$ cat src/design/port_pin_params.svh
`ifndef PORT_PIN_PARAMS_SVH
`define PORT_PIN_PARAMS_SVH
// Overview of operation
// first port: eight open-drain pins; latch one releases pin for input
// external memory cycles: first port carries multiplexed low address and data, pulled up
// programming: first port takes code bytes; verify drives them, programmer pulls up
// second to fourth ports: bidirectional with pullups; latch one lets pin read back
// second port bits 0,1: third timer count in or clock out, and trigger in
// second port bits 4-7: SPI select, MOSI, MISO, SCK directions follow master role
// programming: low address byte accepted on second port
// third port drives high address on fetches and wide pointer data accesses, strong ones
// short pointer data accesses: third port keeps driving its own latch
// programming: high address and controls accepted on third port
// fourth port bits: receive, transmit, two interrupts, two timer inputs, write, read strobes
// reset pin high two machine cycles with clock running resets device
// reset held: SPI pins become serial programming port unless lock level two set
// address latch pulse every six clocks; one skipped per external data access
// alternate outputs reach pin only while latch bit is one; MISO during serial programming is driven regardless of latch
`define PORT_W          8
`define LATCH_RST       8'hff
`define OSC_PER_MC      12
`define RST_MC          2
`define ALE_DIV         6
`define BIT_T2          0
`define BIT_TIMER2_TRIGGER_IN        1
`define BIT_SS          4
`define BIT_MOSI        5
`define BIT_MISO        6
`define BIT_SCK         7
`define BIT_RXD         0
`define BIT_TXD         1
`define BIT_EXT_IRQ_ZERO_IN        2
`define BIT_EXT_IRQ_ONE_IN        3
`define BIT_T0          4
`define BIT_T1          5
`define BIT_WR          6
`define BIT_RD          7
`endif

$ cat src/design/port_pin_pkg.sv
package port_pin_pkg;
  typedef enum logic [1:0] {BUS_IDLE, BUS_WIDE, BUS_SHORT, BUS_FETCH} bus_mode_e;
  typedef logic [7:0] byte_t;
endpackage : port_pin_pkg

$ cat src/design/mcu_port_pin_logic.sv
`timescale 1ns/10ps
`include "port_pin_params.svh"
module mcu_port_pin_logic
  import port_pin_pkg::*;
(
  input  wire logic         ref_clk_i,
  input  wire logic         rst_n_i,
  input  wire logic         rst_pin_i,
  // core side
  input  wire logic [7:0]   p0_latch_i,
  input  wire logic [7:0]   p1_latch_i,
  input  wire logic [7:0]   high_port_latch_i,
  input  wire logic [7:0]   p3_latch_i,
  input  wire logic [1:0]   bus_mode_i,
  input  wire logic         bus_addr_phase_i,
  input  wire logic [15:0]  bus_addr_i,
  input  wire logic         bus_data_out_en_i,
  input  wire logic [7:0]   bus_data_out_i,
  input  wire logic         ext_data_access_i,
  input  wire logic         prog_mode_i,
  input  wire logic         prog_verify_i,
  input  wire logic [7:0]   prog_code_out_i,
  input  wire logic         lock2_i,
  input  wire logic         t2_clk_out_en_i,
  input  wire logic         t2_clk_out_i,
  input  wire logic         spi_en_i,
  input  wire logic         spi_master_i,
  input  wire logic         spi_mosi_out_i,
  input  wire logic         spi_miso_out_i,
  input  wire logic         spi_sck_out_i,
  input  wire logic         txd_i,
  input  wire logic         wr_strobe_n_i,
  input  wire logic         rd_strobe_n_i,
  output logic [7:0]        p0_read_o,
  output logic [7:0]        p1_read_o,
  output logic [7:0]        p2_read_o,
  output logic [7:0]        p3_read_o,
  output logic [7:0]        bus_data_in_o,
  output logic [7:0]        prog_code_in_o,
  output logic [7:0]        prog_addr_lo_o,
  output logic [7:0]        prog_addr_hi_o,
  output logic              timer2_count_in_o,
  output logic              timer2_trigger_in_o,
  output logic              spi_ss_n_o,
  output logic              spi_mosi_in_o,
  output logic              spi_miso_in_o,
  output logic              spi_sck_in_o,
  output logic              isp_active_o,
  output logic              rxd_o,
  output logic              ext_irq_zero_in_o,
  output logic              ext_irq_one_in_o,
  output logic              timer_zero_ext_in_o,
  output logic              timer_one_ext_in_o,
  output logic              core_rst_o,
  output logic              ale_o,
  // pins
  input  wire logic [7:0]   p0_pin_i,
  output logic [7:0]        p0_pin_o,
  output logic [7:0]        p0_pin_oe_n_o,
  input  wire logic [7:0]   p1_pin_i,
  output logic [7:0]        p1_pin_o,
  output logic [7:0]        p1_pin_oe_n_o,
  input  wire logic [7:0]   p2_pin_i,
  output logic [7:0]        p2_pin_o,
  output logic [7:0]        p2_pin_oe_n_o,
  input  wire logic [7:0]   p3_pin_i,
  output logic [7:0]        p3_pin_o,
  output logic [7:0]        p3_pin_oe_n_o
);
  bus_mode_e mode;
  byte_t     p0_rd, p1_rd, p2_rd, p3_rd;
  byte_t     p0_val, p0_frc, p0_fv;
  byte_t     p1_val, p1_frc, p1_fv;
  byte_t     p2_frc, p2_fv;
  byte_t     p3_val;
  logic      in_reset;
  logic      isp;
  logic      ext_bus;
  logic      wide_pointer_ext_access;
  logic      short_pointer_ext_access;
  logic      p0_drive_bus;
  logic      spi_out_role;

  assign mode = bus_mode_e'(bus_mode_i);
  assign wide_pointer_ext_access  = (mode == BUS_WIDE);
  assign short_pointer_ext_access = (mode == BUS_SHORT);
  assign ext_bus = (mode != BUS_IDLE) && !prog_mode_i;

  // port 0: open drain latch; bus and verify drive both levels
  assign p0_drive_bus = ext_bus && (bus_addr_phase_i || bus_data_out_en_i);
  assign p0_frc = {8{p0_drive_bus || (prog_mode_i && prog_verify_i)}};
  assign p0_fv  = prog_mode_i ? prog_code_out_i
                : (bus_addr_phase_i ? bus_addr_i[7:0] : bus_data_out_i);
  // code bytes in programming mode release the port so the programmer can drive
  assign p0_val = (prog_mode_i || ext_bus) ? `LATCH_RST : p0_latch_i;

  // port 1 alternates are ANDed with the latch so a zero latch wins, except MISO during serial programming
  assign isp          = in_reset && !lock2_i;
  assign spi_out_role = spi_en_i && !isp;
  always_comb
  begin
    p1_val = p1_latch_i;
    if (t2_clk_out_en_i)
      p1_val[`BIT_T2] = p1_latch_i[`BIT_T2] & t2_clk_out_i;
    if (spi_out_role && spi_master_i)
    begin
      p1_val[`BIT_MOSI] = p1_latch_i[`BIT_MOSI] & spi_mosi_out_i;
      p1_val[`BIT_SCK]  = p1_latch_i[`BIT_SCK] & spi_sck_out_i;
    end
    if (spi_out_role && !spi_master_i)
      p1_val[`BIT_MISO] = p1_latch_i[`BIT_MISO] & spi_miso_out_i;
    if (isp)
      p1_val[`BIT_MISO] = spi_miso_out_i;
    if (prog_mode_i)
      p1_val = `LATCH_RST;
  end
  assign p1_frc = 8'h00;
  assign p1_fv  = 8'h00;

  // port 2: address byte forced only for fetches and wide pointer accesses
  assign p2_frc = {8{ext_bus && (wide_pointer_ext_access || mode == BUS_FETCH)}};
  assign p2_fv  = short_pointer_ext_access ? high_port_latch_i : bus_addr_i[15:8];

  // port 3 strobes and transmit gated by latch
  always_comb
  begin
    p3_val = p3_latch_i;
    p3_val[`BIT_TXD] = p3_latch_i[`BIT_TXD] & txd_i;
    p3_val[`BIT_WR]  = p3_latch_i[`BIT_WR] & wr_strobe_n_i;
    p3_val[`BIT_RD]  = p3_latch_i[`BIT_RD] & rd_strobe_n_i;
    if (prog_mode_i)
      p3_val = `LATCH_RST;
  end

  pin_cell #(.W(`PORT_W)) u_p0 (
    .value_i(p0_val), .force_i(p0_frc), .force_val_i(p0_fv),
    .pin_i(p0_pin_i), .pin_o(p0_pin_o), .pin_oe_n_o(p0_pin_oe_n_o), .read_o(p0_rd)
  );
  pin_cell #(.W(`PORT_W)) u_p1 (
    .value_i(p1_val), .force_i(p1_frc), .force_val_i(p1_fv),
    .pin_i(p1_pin_i), .pin_o(p1_pin_o), .pin_oe_n_o(p1_pin_oe_n_o), .read_o(p1_rd)
  );
  // p2 quasi value is its latch whenever the address is not forced and programming is off
  pin_cell #(.W(`PORT_W)) u_p2 (
    .value_i(prog_mode_i ? `LATCH_RST : high_port_latch_i), .force_i(p2_frc), .force_val_i(p2_fv),
    .pin_i(p2_pin_i), .pin_o(p2_pin_o), .pin_oe_n_o(p2_pin_oe_n_o), .read_o(p2_rd)
  );
  pin_cell #(.W(`PORT_W)) u_p3 (
    .value_i(p3_val), .force_i(8'h00), .force_val_i(8'h00),
    .pin_i(p3_pin_i), .pin_o(p3_pin_o), .pin_oe_n_o(p3_pin_oe_n_o), .read_o(p3_rd)
  );

  // reset pin qualification
  reset_filter #(.CYC(`RST_MC * `OSC_PER_MC)) u_rst (
    .ref_clk_i(ref_clk_i), .rst_n_i(rst_n_i), .rst_pin_i(rst_pin_i), .core_rst_o(in_reset)
  );
  assign core_rst_o   = in_reset;
  assign isp_active_o = isp;

  // input routing, registered so data outputs come from flip-flops
  always_ff @(posedge ref_clk_i or negedge rst_n_i)
    if (!rst_n_i)
    begin
      p0_read_o <= `LATCH_RST;
      p1_read_o <= `LATCH_RST;
      p2_read_o <= `LATCH_RST;
      p3_read_o <= `LATCH_RST;
    end
    else
    begin
      p0_read_o <= p0_rd;
      p1_read_o <= p1_rd;
      p2_read_o <= p2_rd;
      p3_read_o <= p3_rd;
    end
  assign bus_data_in_o  = p0_read_o;
  assign prog_code_in_o = p0_read_o;
  assign prog_addr_lo_o = p1_read_o;
  assign prog_addr_hi_o = p2_read_o;
  assign timer2_count_in_o   = p1_read_o[`BIT_T2];
  assign timer2_trigger_in_o = p1_read_o[`BIT_TIMER2_TRIGGER_IN];
  assign spi_ss_n_o     = p1_read_o[`BIT_SS];
  assign spi_mosi_in_o  = p1_read_o[`BIT_MOSI];
  assign spi_miso_in_o  = p1_read_o[`BIT_MISO];
  assign spi_sck_in_o   = p1_read_o[`BIT_SCK];
  assign rxd_o               = p3_read_o[`BIT_RXD];
  assign ext_irq_zero_in_o   = p3_read_o[`BIT_EXT_IRQ_ZERO_IN];
  assign ext_irq_one_in_o    = p3_read_o[`BIT_EXT_IRQ_ONE_IN];
  assign timer_zero_ext_in_o = p3_read_o[`BIT_T0];
  assign timer_one_ext_in_o  = p3_read_o[`BIT_T1];

  // address latch pulse: one clock high every six; a data access swallows one
  logic [2:0] ale_cnt_q;
  logic       ale_q;
  logic       skip_q;
  wire        ale_wrap = (ale_cnt_q == 3'(`ALE_DIV - 1));
  wire        skip_d   = ale_wrap ? 1'b0 : (skip_q | ext_data_access_i);
  always_ff @(posedge ref_clk_i or negedge rst_n_i)
    if (!rst_n_i)
    begin
      ale_cnt_q <= 3'h0;
      ale_q     <= 1'b0;
      skip_q    <= 1'b0;
    end
    else
    begin
      ale_cnt_q <= ale_wrap ? 3'h0 : ale_cnt_q + 3'h1;
      ale_q     <= ale_wrap && !(skip_q | ext_data_access_i) && !in_reset && !prog_mode_i;
      skip_q    <= skip_d;
    end
  assign ale_o = ale_q;
endmodule : mcu_port_pin_logic

$ cat src/design/pin_cell.sv
`timescale 1ns/10ps
`include "port_pin_params.svh"
// one quasi-bidirectional pin group: unforced bits drive low when output is zero, else release
module pin_cell #(
  parameter int W = `PORT_W
) (
  input  wire logic [W-1:0] value_i,
  input  wire logic [W-1:0] force_i,
  input  wire logic [W-1:0] force_val_i,
  input  wire logic [W-1:0] pin_i,
  output logic      [W-1:0] pin_o,
  output logic      [W-1:0] pin_oe_n_o,
  output logic      [W-1:0] read_o
);
  // forced bits drive both levels; others are quasi, only a zero is driven
  assign pin_o      = force_i & force_val_i | ~force_i & value_i;
  assign pin_oe_n_o = ~(force_i | ~value_i);
  assign read_o     = pin_i;
endmodule : pin_cell

$ cat src/design/reset_filter.sv
`timescale 1ns/10ps
`include "port_pin_params.svh"
// reset pin must stay high this many clocks before reset is declared
module reset_filter #(
  parameter int CYC = `RST_MC * `OSC_PER_MC
) (
  input  wire logic ref_clk_i,
  input  wire logic rst_n_i,
  input  wire logic rst_pin_i,
  output logic      core_rst_o
);
  logic [7:0] cnt_q;
  logic       rst_q;
  wire        full = (cnt_q == 8'(CYC - 1));
  // short glitches restart the count, so noise never resets the core
  always_ff @(posedge ref_clk_i or negedge rst_n_i)
    if (!rst_n_i)
    begin
      cnt_q <= 8'h00;
      rst_q <= 1'b0;
    end
    else
    begin
      cnt_q <= !rst_pin_i ? 8'h00 : (full ? cnt_q : cnt_q + 8'h01);
      rst_q <= rst_pin_i && full;
    end
  assign core_rst_o = rst_q;
endmodule : reset_filter

$ cat config.mk
export PLATFORM = sky130hd
export DESIGN_NAME = mcu_port_pin_logic
export DESIGN_NICKNAME = d
export VERILOG_FILES = /design/src/design/port_pin_pkg.sv /design/src/design/mcu_port_pin_logic.sv /design/src/design/pin_cell.sv /design/src/design/reset_filter.sv
export VERILOG_INCLUDE_DIRS = /design/src /design/src/design
export SDC_FILE = /design/constraint.sdc
export NUM_CORES = 1
export LEC_CHECK = 0
export BUFFER_PORTS_ARGS = -buffer_cell sky130_fd_sc_hd__buf_4
export CAP_MARGIN = 20
export CORE_AREA = 2 2 100 102
export CTS_CLUSTER_SIZE = 25
export DETAILED_ROUTE_END_ITERATION = 7
export DIE_AREA = 0 0 102 104
export PLACE_DENSITY = 0.76
export SYNTH_ARGS = -nofsm -noshare
export SYNTH_HDL_FRONTEND = slang
export SYNTH_SLANG_ARGS = --single-unit
$ cat constraint.sdc
create_clock -name ref_clk_i -period 3.6 [get_ports ref_clk_i]
set_input_delay 0 -clock ref_clk_i [delete_from_list [all_inputs] [get_ports ref_clk_i]]
set_output_delay 0 -clock ref_clk_i [all_outputs]
set_load 0.01 [all_outputs]
### Word level (Yosys, flattened, before mapping)

Index checks and enable logic that the tools add are counted.

* flip-flop bits (word level): 46
* bits in latches: 0
* memory bits (writable): 0
* ROM bits: 0
* output and inout port bits: 142
* logic and storage cells: 82
* memories: 0

* add/sub/neg operators: 2
* $mul: 0
* div/mod/pow operators: 0
* $lt $le $gt $ge: 0
* equality and inequality tests: 6
* shift-type cells: 0
* multiplexer cells: 16
* bitwise gates (word level): 26
* reductions and logical operators: 23

Operators by type and width (number)
* $not A8 Y8: 10
* $mux W8: 9
* $and A8 B8 Y8: 4
* $or A8 B8 Y8: 4
* $logic_and A1 B1 Y1: 12
* $add A8 B1 Y8 const B: 1
* $eq A8 B5 Y1 const B: 1
* $and A1 B1 Y1: 7
* $logic_not A1 Y1: 6
* $mux W1: 6
* $eq A2 B2 Y1 const B: 2
* $logic_or A1 B1 Y1: 4
* $add A3 B1 Y3 const B: 1
* $eq A3 B3 Y1 const B: 1
* $mux W3: 1
* $eq A2 B1 Y1 const B: 1
* $ne A2 B2 Y1 const B: 1
* $reduce_bool A2 Y1: 1
* $or A1 B1 Y1: 1

### Logic depth before layout (Yosys ltp)

Gate-level depths: netlist of the first run.

* depth after elaboration: 10
* gate-level depth with buffers: 5

### By module

Synthesis of the first run repeated with hierarchy kept, for this count alone.

* cell total of the unflattened synthesis: 319
* area, all modules: 3388.2 µm²

By module, submodules not included
* mcu_port_pin_logic: times used 1, cells each 180, area an instance 1919.3 µm², sequential area each 965.9 µm²
* pin_cell: times used 4, cells each 24, area an instance 250.2 µm², sequential area each 0.0 µm²
* reset_filter: times used 1, cells each 43, area an instance 467.9 µm², sequential area each 225.2 µm²

### Worst setup path before layout of the first run

OpenSTA, ideal clock, no wires.

* path kind: register to register
* start: register u_rst.cnt_q[3]
* end: register u_rst.cnt_q[1]
* setup time: 0.077 ns
* data arrival time: 1.270 ns
* slack: 2.252 ns
* cell stages (with the launch flop): 4
* buffers on the path: 0
* period minus slack after synthesis: 1.348 ns
* cell sequence: dfrtp_1 -> or3_4 -> or3_1 -> a21oi_1

* longest elaborated chain between the ends: 2

Ends and longest elaborated chain
* start, declared: line reset_filter.sv:12 `logic [7:0] cnt_q;`
* start signal, assigned: line reset_filter.sv:24 `cnt_q <= !rst_pin_i ? 8'h00 : (full ? cnt_q : cnt_q + 8'h01);`
* $eq A8 B5 Y1: line reset_filter.sv:14 `wire full = (cnt_q == 8'(CYC - 1));`
* $ne A2 B2 Y1 (no line)

Every way passes these cells.
A chain may end at the register's enable or synchronous reset.

### Final worst setup path of the first run

* start: register u_rst.rst_q, in the netlist u_rst.core_rst_o
* end: output p1_pin_oe_n_o[6]

* longest elaborated chain between the ends: 9

Ends and longest elaborated chain
* start, declared: line reset_filter.sv:13 `logic rst_q;`
* start signal, assigned: line reset_filter.sv:25 `rst_q <= rst_pin_i && full;`
* $logic_and A1 B1 Y1 (*): line mcu_port_pin_logic.sv:98 `assign isp = in_reset && !lock2_i;`
* $logic_not A1 Y1: line mcu_port_pin_logic.sv:99 `assign spi_out_role = spi_en_i && !isp;`
* $logic_and A1 B1 Y1: line mcu_port_pin_logic.sv:99
* $logic_and A1 B1 Y1: line mcu_port_pin_logic.sv:110 `if (spi_out_role && !spi_master_i)`
* $mux W1: line mcu_port_pin_logic.sv:110
* $mux W1 (*): line mcu_port_pin_logic.sv:112 `if (isp)`
* $mux W8 (*): line mcu_port_pin_logic.sv:114 `if (prog_mode_i)`
* $not A8 Y8 (*) (2 in a row): line pin_cell.sv:17 `assign pin_oe_n_o = ~(force_i | ~value_i);`
* end, declared: line mcu_port_pin_logic.sv:62 `output logic [7:0] p1_pin_oe_n_o,`

Every way passes the cells marked *; elsewhere a longest branch is shown, timed or not.

==> summary.txt, run 1 <==
status - finished clean
FFs w/ async S/R, synth - 100%
clock sink count - 46
final worst slack - 2.10 ns
PostCTS Resize Cnt - 0
Post-synth EDFFs - 0
Clock Path Buffers - 2
vias in the first global route - 2644
TritonCTS Buffers - 5
initial antenna violation count - 0
DR WL met2 - 4930 um
Die Height - 104 um
core area - 0.00955 mm^2
routability cong. - 0.845
fin crit period - 1.50 ns
RSZ-0062 raised after global routing - no
Setup TNS - 0 ns
Post-CTS Setup Bufs - 0
overall power - 1.32 mW
die area - 0.0106 mm^2
CP Launch Type - register
DRC - 0
CTS H-tree depth - 2
dominant synthesized flop cell - dfstp_2
Cells after Synth - 243
drt pass-1 iters - 4
WS Path Type - reg2out
row cnt - 36
Slew @ Worst Pin - 0.557 ns
ANT cells - 0
per-cell routed wire length - 14.6 um
TritonCTS clock tree - yes
Slew headroom - 62.8%
Finished Cell Area - 0.00462 mm^2
syn_area_per_cell - 10.5 um^2
largest net degree at the start of global routing - 47
first-pass GRT wire length - 13300 um
fraction of layout cells with a size suffix above 1 - 66.7%
Die X - 102 um
Tcrit/Tclk final - 41.6%
synth-to-layout area growth - 81.1%
Final Slew Violations - 0
root buf cell - clkbuf_8
synth unique cells - 34
sequential group share of total power - 43.1%
Peak supply drop - 168 uV
vias per cell - 4.29
GR Util All Layers - 15.5%
Sw Share - 28.5%
Clock Latency Late Sink - 0.30 ns
highest-count cells in the layout ignoring fill and taps - buf_4 (258), dlygate4sd3_1 (35), dfstp_2 (32)
max_cap viols - 0
initial core utilization - 26.7%
Worst Path Arrival - 1.50 ns
Hold/Removal Path Class - in2async
Psw - 0.377 mW
Yosys warnings - 0
fin util - 48.4%
clock share of power - 24.6%
PwrDens - 287 mW/mm^2
Overflow after GRT - 0
post-detail-place hpwl - 6970 um
clock skew - 0.00467 ns
Post-DRT Antenna Nets - 0
Comb pwr share - 32.3%
dpl cell area - 0.00418 mm^2
Reg clk slew, reported paths - 0.09 ns
DR vias - 2614
sequential-to-total area share from yosys stat - 46.7%
Final setup viols - 0
DR top layer - met4
mapped cell area - 0.00255 mm^2
Top Ports - 259
final wirelength - 8890 um
number of synthesized register bits - 46
Required @ worst endpoint - 3.60 ns
Crit Path Max Fanout - 5
CP endpoint kind - primary output
Final Hold Vio Count - 0
nets - 594
PortBufs - 258
Int Pwr - 0.947 mW
commonest non-fill, non-tap cell in the layout - buf_4
Iter 0 DRT Violations - 134
Setup WS pre-CTS - 2.17 ns
top achievable clock speed - 0.667 GHz
Synthesized Nets - 361
metal3 WL - 614 um
Leak Pwr - 2.34 nW
met1 WL - 3200 um
hold buffer count at CTS - 35
[per-stage QoR]
stage / hold WS, ns / std cells
global placement: 0.0289 / 567
global route: 0.284 / 610
finish: 0.230 / 610
CTS: 0.240 / 610
floorplan: -0.296 / 243
detailed placement: 0.0350 / 567
[Yosys cell counts (2+ instances only)]
master | number | area share (%)
buf_4 | 59 | 17
dfstp_2 | 32 | 33
a21o_1 | 20 | 5.9
o21ai_0 | 15 | 2.9
dfrtp_1 | 14 | 14
inv_1 | 13 | 1.9
mux2i_1 | 9 | 3.5
or2_2 | 9 | 2.2
mux2_2 | 8 | 3.5
o221ai_1 | 8 | 2.7
or3_1 | 6 | 1.5
nand2_1 | 5 | 0.74
nor2_1 | 5 | 0.74
a21oi_1 | 4 | 0.78
buf_2 | 4 | 0.78
clkbuf_1 | 4 | 0.59
nand2b_1 | 3 | 0.74
nand3_1 | 3 | 0.59
a31oi_1 | 2 | 0.49
nor2b_1 | 2 | 0.49
nor3_1 | 2 | 0.39
o21a_1 | 2 | 0.59
o31ai_1 | 2 | 0.59
xor2_1 | 2 | 0.69
[area by class of cell]
class / instances / area, um^2
clock buffer: 5 / 68.8
clock inverter: 3 / 25.0
fill: 882 / 4930
inverter: 13 / 48.8
multi-input combinational: 117 / 833
sequential: 46 / 1190
tap: 133 / 166
timing repair buffer: 293 / 2290
[per-layer routing]
layer  vias up  track usage, %
met5         -               0
met1      1235            16.9
met4         0            4.19
met2       124            30.0
li1       1239               -
met3        16            2.62
[critical path, stage by stage (launching register included)]
cell and delay (ns):
dfrtp_1 0.41, nor2b_1 0.35, o21ba_2 0.20, o21bai_1 0.08, buf_4 0.15
[path summary, 6_finish.rpt]
check | start | endpoint | slack [ns] | depth (start not counted)
setup / recovery | u_rst.core_rst_o | p1_pin_oe_n_o[6] | 2.10 | 4
hold / removal | rst_n_i | u_rst.cnt_q[7] | 0.23 | 2
setup reg to reg | u_rst.cnt_q[3] | u_rst.cnt_q[1] | 2.16 | 3
hold reg to reg | ale_cnt_q[2] | ale_cnt_q[2] | 0.53 | 1
max in group asynchronous | rst_n_i | p3_read_o[6] | 2.99 | 2
min in group ref_clk_i | p1_latch_i[1] | p1_pin_o[1] | 0.28 | 3
[power groups by stage]
stage	Combinational, mW	Clock [mW]	Sequential (mW)
after floorplan	0.168	0	0.585
after global placement	0.392	0	0.578
after detailed placement	0.397	0	0.579
after CTS	0.429	0.343	0.571
after global routing	0.457	0.361	0.574
final	0.427	0.326	0.571
[registers in the layout (all words and copies together) (netlist names)]
register	flops
ale_cnt_q	3
p3_read_o	8
skip_q	1
ale_o	1
u_rst.core_rst_o	1
u_rst.cnt_q	8
bus_data_in_o	8
p1_read_o	8
p2_read_o	8
[cells by family after synthesis]
kind of cell	count (synthesis)	synth area share, %
flip-flops	46	46.7
adder cells (fa/ha/maj)	1	0.490
multiplexers	17	7.06
buffers and inverters	80	20.6
AO/OA/AOI/OAI	56	15.2
XOR/XNOR	2	0.687
AND/OR/NAND/NOR	41	9.22
No activity file was read; power rests on OpenSTA's default activity.
==> run 2: changes to the inputs <==
CORE_AREA = 2 2 101 103   (was 2 2 100 102)
DIE_AREA = 0 0 103 105   (was 0 0 102 104)
PLACE_DENSITY = 0.74   (was 0.76)
clock period = 1.45 ns   (was 3.6 ns; I/O delays follow)
==> run 2 against run 1 <==
Sequential cell count stayed put. Combinational power grew to 2.5 times the previous value. Global-route usage is 0.56 points lower. Register-to-register slack worse by 2.1 ns. Die area is 2.0% higher. Total power is 150% higher. Via count is 0.38% lower. Largest cell class unchanged. Largest power group unchanged. Highest routed layer unchanged.
==> summary.txt, run 2 (synthesis results as in run 1) <==
GR Util All Layers - 15.0%
Required @ worst endpoint - 1.68 ns
PwrDens - 692 mW/mm^2
fill count - 910
Clock Path Buffers - 2
row cnt - 36
Reg clk slew, reported paths - 0.08 ns
Final Hold Vio Count - 0
first-pass GRT wire length - 12800 um
DR vias - 2604
fraction of layout cells with a size suffix above 1 - 67.8%
Tcrit/Tclk final - 94.8%
Iter 0 DRT Violations - 60
met3 Usage GRT - 3.08%
Worst R2R Start - u_rst.cnt_q[5]
DRC - 0
vias in the first global route - 2657
highest-count cells in the layout ignoring fill and taps - buf_4 (265), dlygate4sd3_1 (35), dfstp_2 (32)
max_cap viols - 0
Final setup viols - 0
CTS H-tree depth - 2
Leak Pwr - 2.38 nW
CP Launch Type - register
top achievable clock speed - 0.727 GHz
clock sink count - 46
initial core utilization - 26.5%
Hold/Removal Path Class - in2async
Slew headroom - 62.3%
root buf cell - clkbuf_8
final wirelength - 8830 um
Peak supply drop - 412 uV
vias per cell - 4.22
clock skew - 0.00313 ns
Top Ports - 259
die area - 0.0108 mm^2
Overflow after GRT - 0
fin crit period - 1.37 ns
Worst R2R Setup Slack - 0.08 ns
ANT cells - 0
CP endpoint kind - register
TritonCTS clock tree - yes
TritonCTS Buffers - 5
Final Slew Violations - 0
Die Height - 105 um
most crowded layer after global routing - met2
met2 Use GR - 29.7%
GR Layer Usage met1 - 15.8%
Post-DRT Antenna Nets - 0
drt pass-1 iters - 4
Worst Path Arrival - 1.60 ns
Finished Cell Area - 0.00470 mm^2
Die X - 103 um
largest net degree at the start of global routing - 47
Crit Path Max Fanout - 6
worst reg-to-reg path cell count - 3
initial antenna violation count - 0
routability cong. - 0.801
nets - 601
RSZ-0062 raised after global routing - no
Slew @ Worst Pin - 0.566 ns
Setup TNS - 0 ns
core area - 0.00964 mm^2
dpl cell area - 0.00421 mm^2
status - finished clean
synth-to-layout area growth - 84.2%
PortBufs - 258
Clock Latency Late Sink - 0.29 ns
commonest non-fill, non-tap cell in the layout - buf_4
post-detail-place hpwl - 7060 um
WS Path Type - reg2reg
reg-to-reg endpoint - u_rst.cnt_q[1]
per-cell routed wire length - 14.3 um
## run 2: power breakdown
part           total [mW]  internal [mW]  switching (mW)
combinational        1.08          0.643           0.433
clock               0.758          0.335           0.423
sequential           1.42           1.37          0.0437
## run 2: worst max-delay path by stage
stage                           from        endpoint  slack [ns]  cells past startpoint
global route          u_rst.cnt_q[0]  u_rst.cnt_q[0]      0.0008                      5
global placement      u_rst.cnt_q[5]  u_rst.cnt_q[1]        0.11                      3
finish                u_rst.cnt_q[5]  u_rst.cnt_q[1]        0.08                      3
CTS                 u_rst.core_rst_o     p1_pin_o[6]        0.02                      4
floorplan             u_rst.cnt_q[3]  u_rst.cnt_q[1]        0.10                      3
detailed placement    u_rst.cnt_q[0]  u_rst.cnt_q[1]        0.06                      4
## run 2: critical path: stages, from the launching register on
cell	delay, ns
dfrtp_1	0.42
or3_4	0.40
or3_1	0.36
a21oi_1	0.13
## run 2: through the flow
step | util, % | power (mW) | hold WS, ns | worst slack [ns] | std cells
after global routing | 48.7 | 3.44 | 0.289 | 0.000775 | 617
after floorplan | - | 1.87 | -0.296 | 0.102 | 243
final | 48.7 | 3.25 | 0.241 | 0.0752 | 617
after CTS | 48.4 | 3.30 | 0.246 | 0.0244 | 616
after global placement | 43.7 | 2.42 | 0.0373 | 0.114 | 572
after detailed placement | 43.7 | 2.43 | 0.0414 | 0.0569 | 572
## run 2: what timing repair did
action                                  CTS  global route
gates resized for setup                   2             4
endpoints found under the setup margin    2             8
buffers inserted                          1             1
hold buffers                             35             0
hold endpoints to repair                 48             0
pin swaps                                 1             1
## run 2: cell type report
type                    instances  area [um^2]  area share, %
well taps                     133          166           3.54
multi-input cells             117          870           18.5
repair buffers                300         2340           49.8
clock inverters                 2         10.0          0.213
clock buffers                   6         72.6           1.54
inverters                      13         48.8           1.04
flip-flops and latches         46         1190           25.4
## run 2: metal layers
layer / up-vias / part of all wire (%)
met2: 126 / 56
li1: 1253 / -
met1: 1213 / 36
met5: - / 0
met3: 12 / 7.2
met4: 0 / 1.1
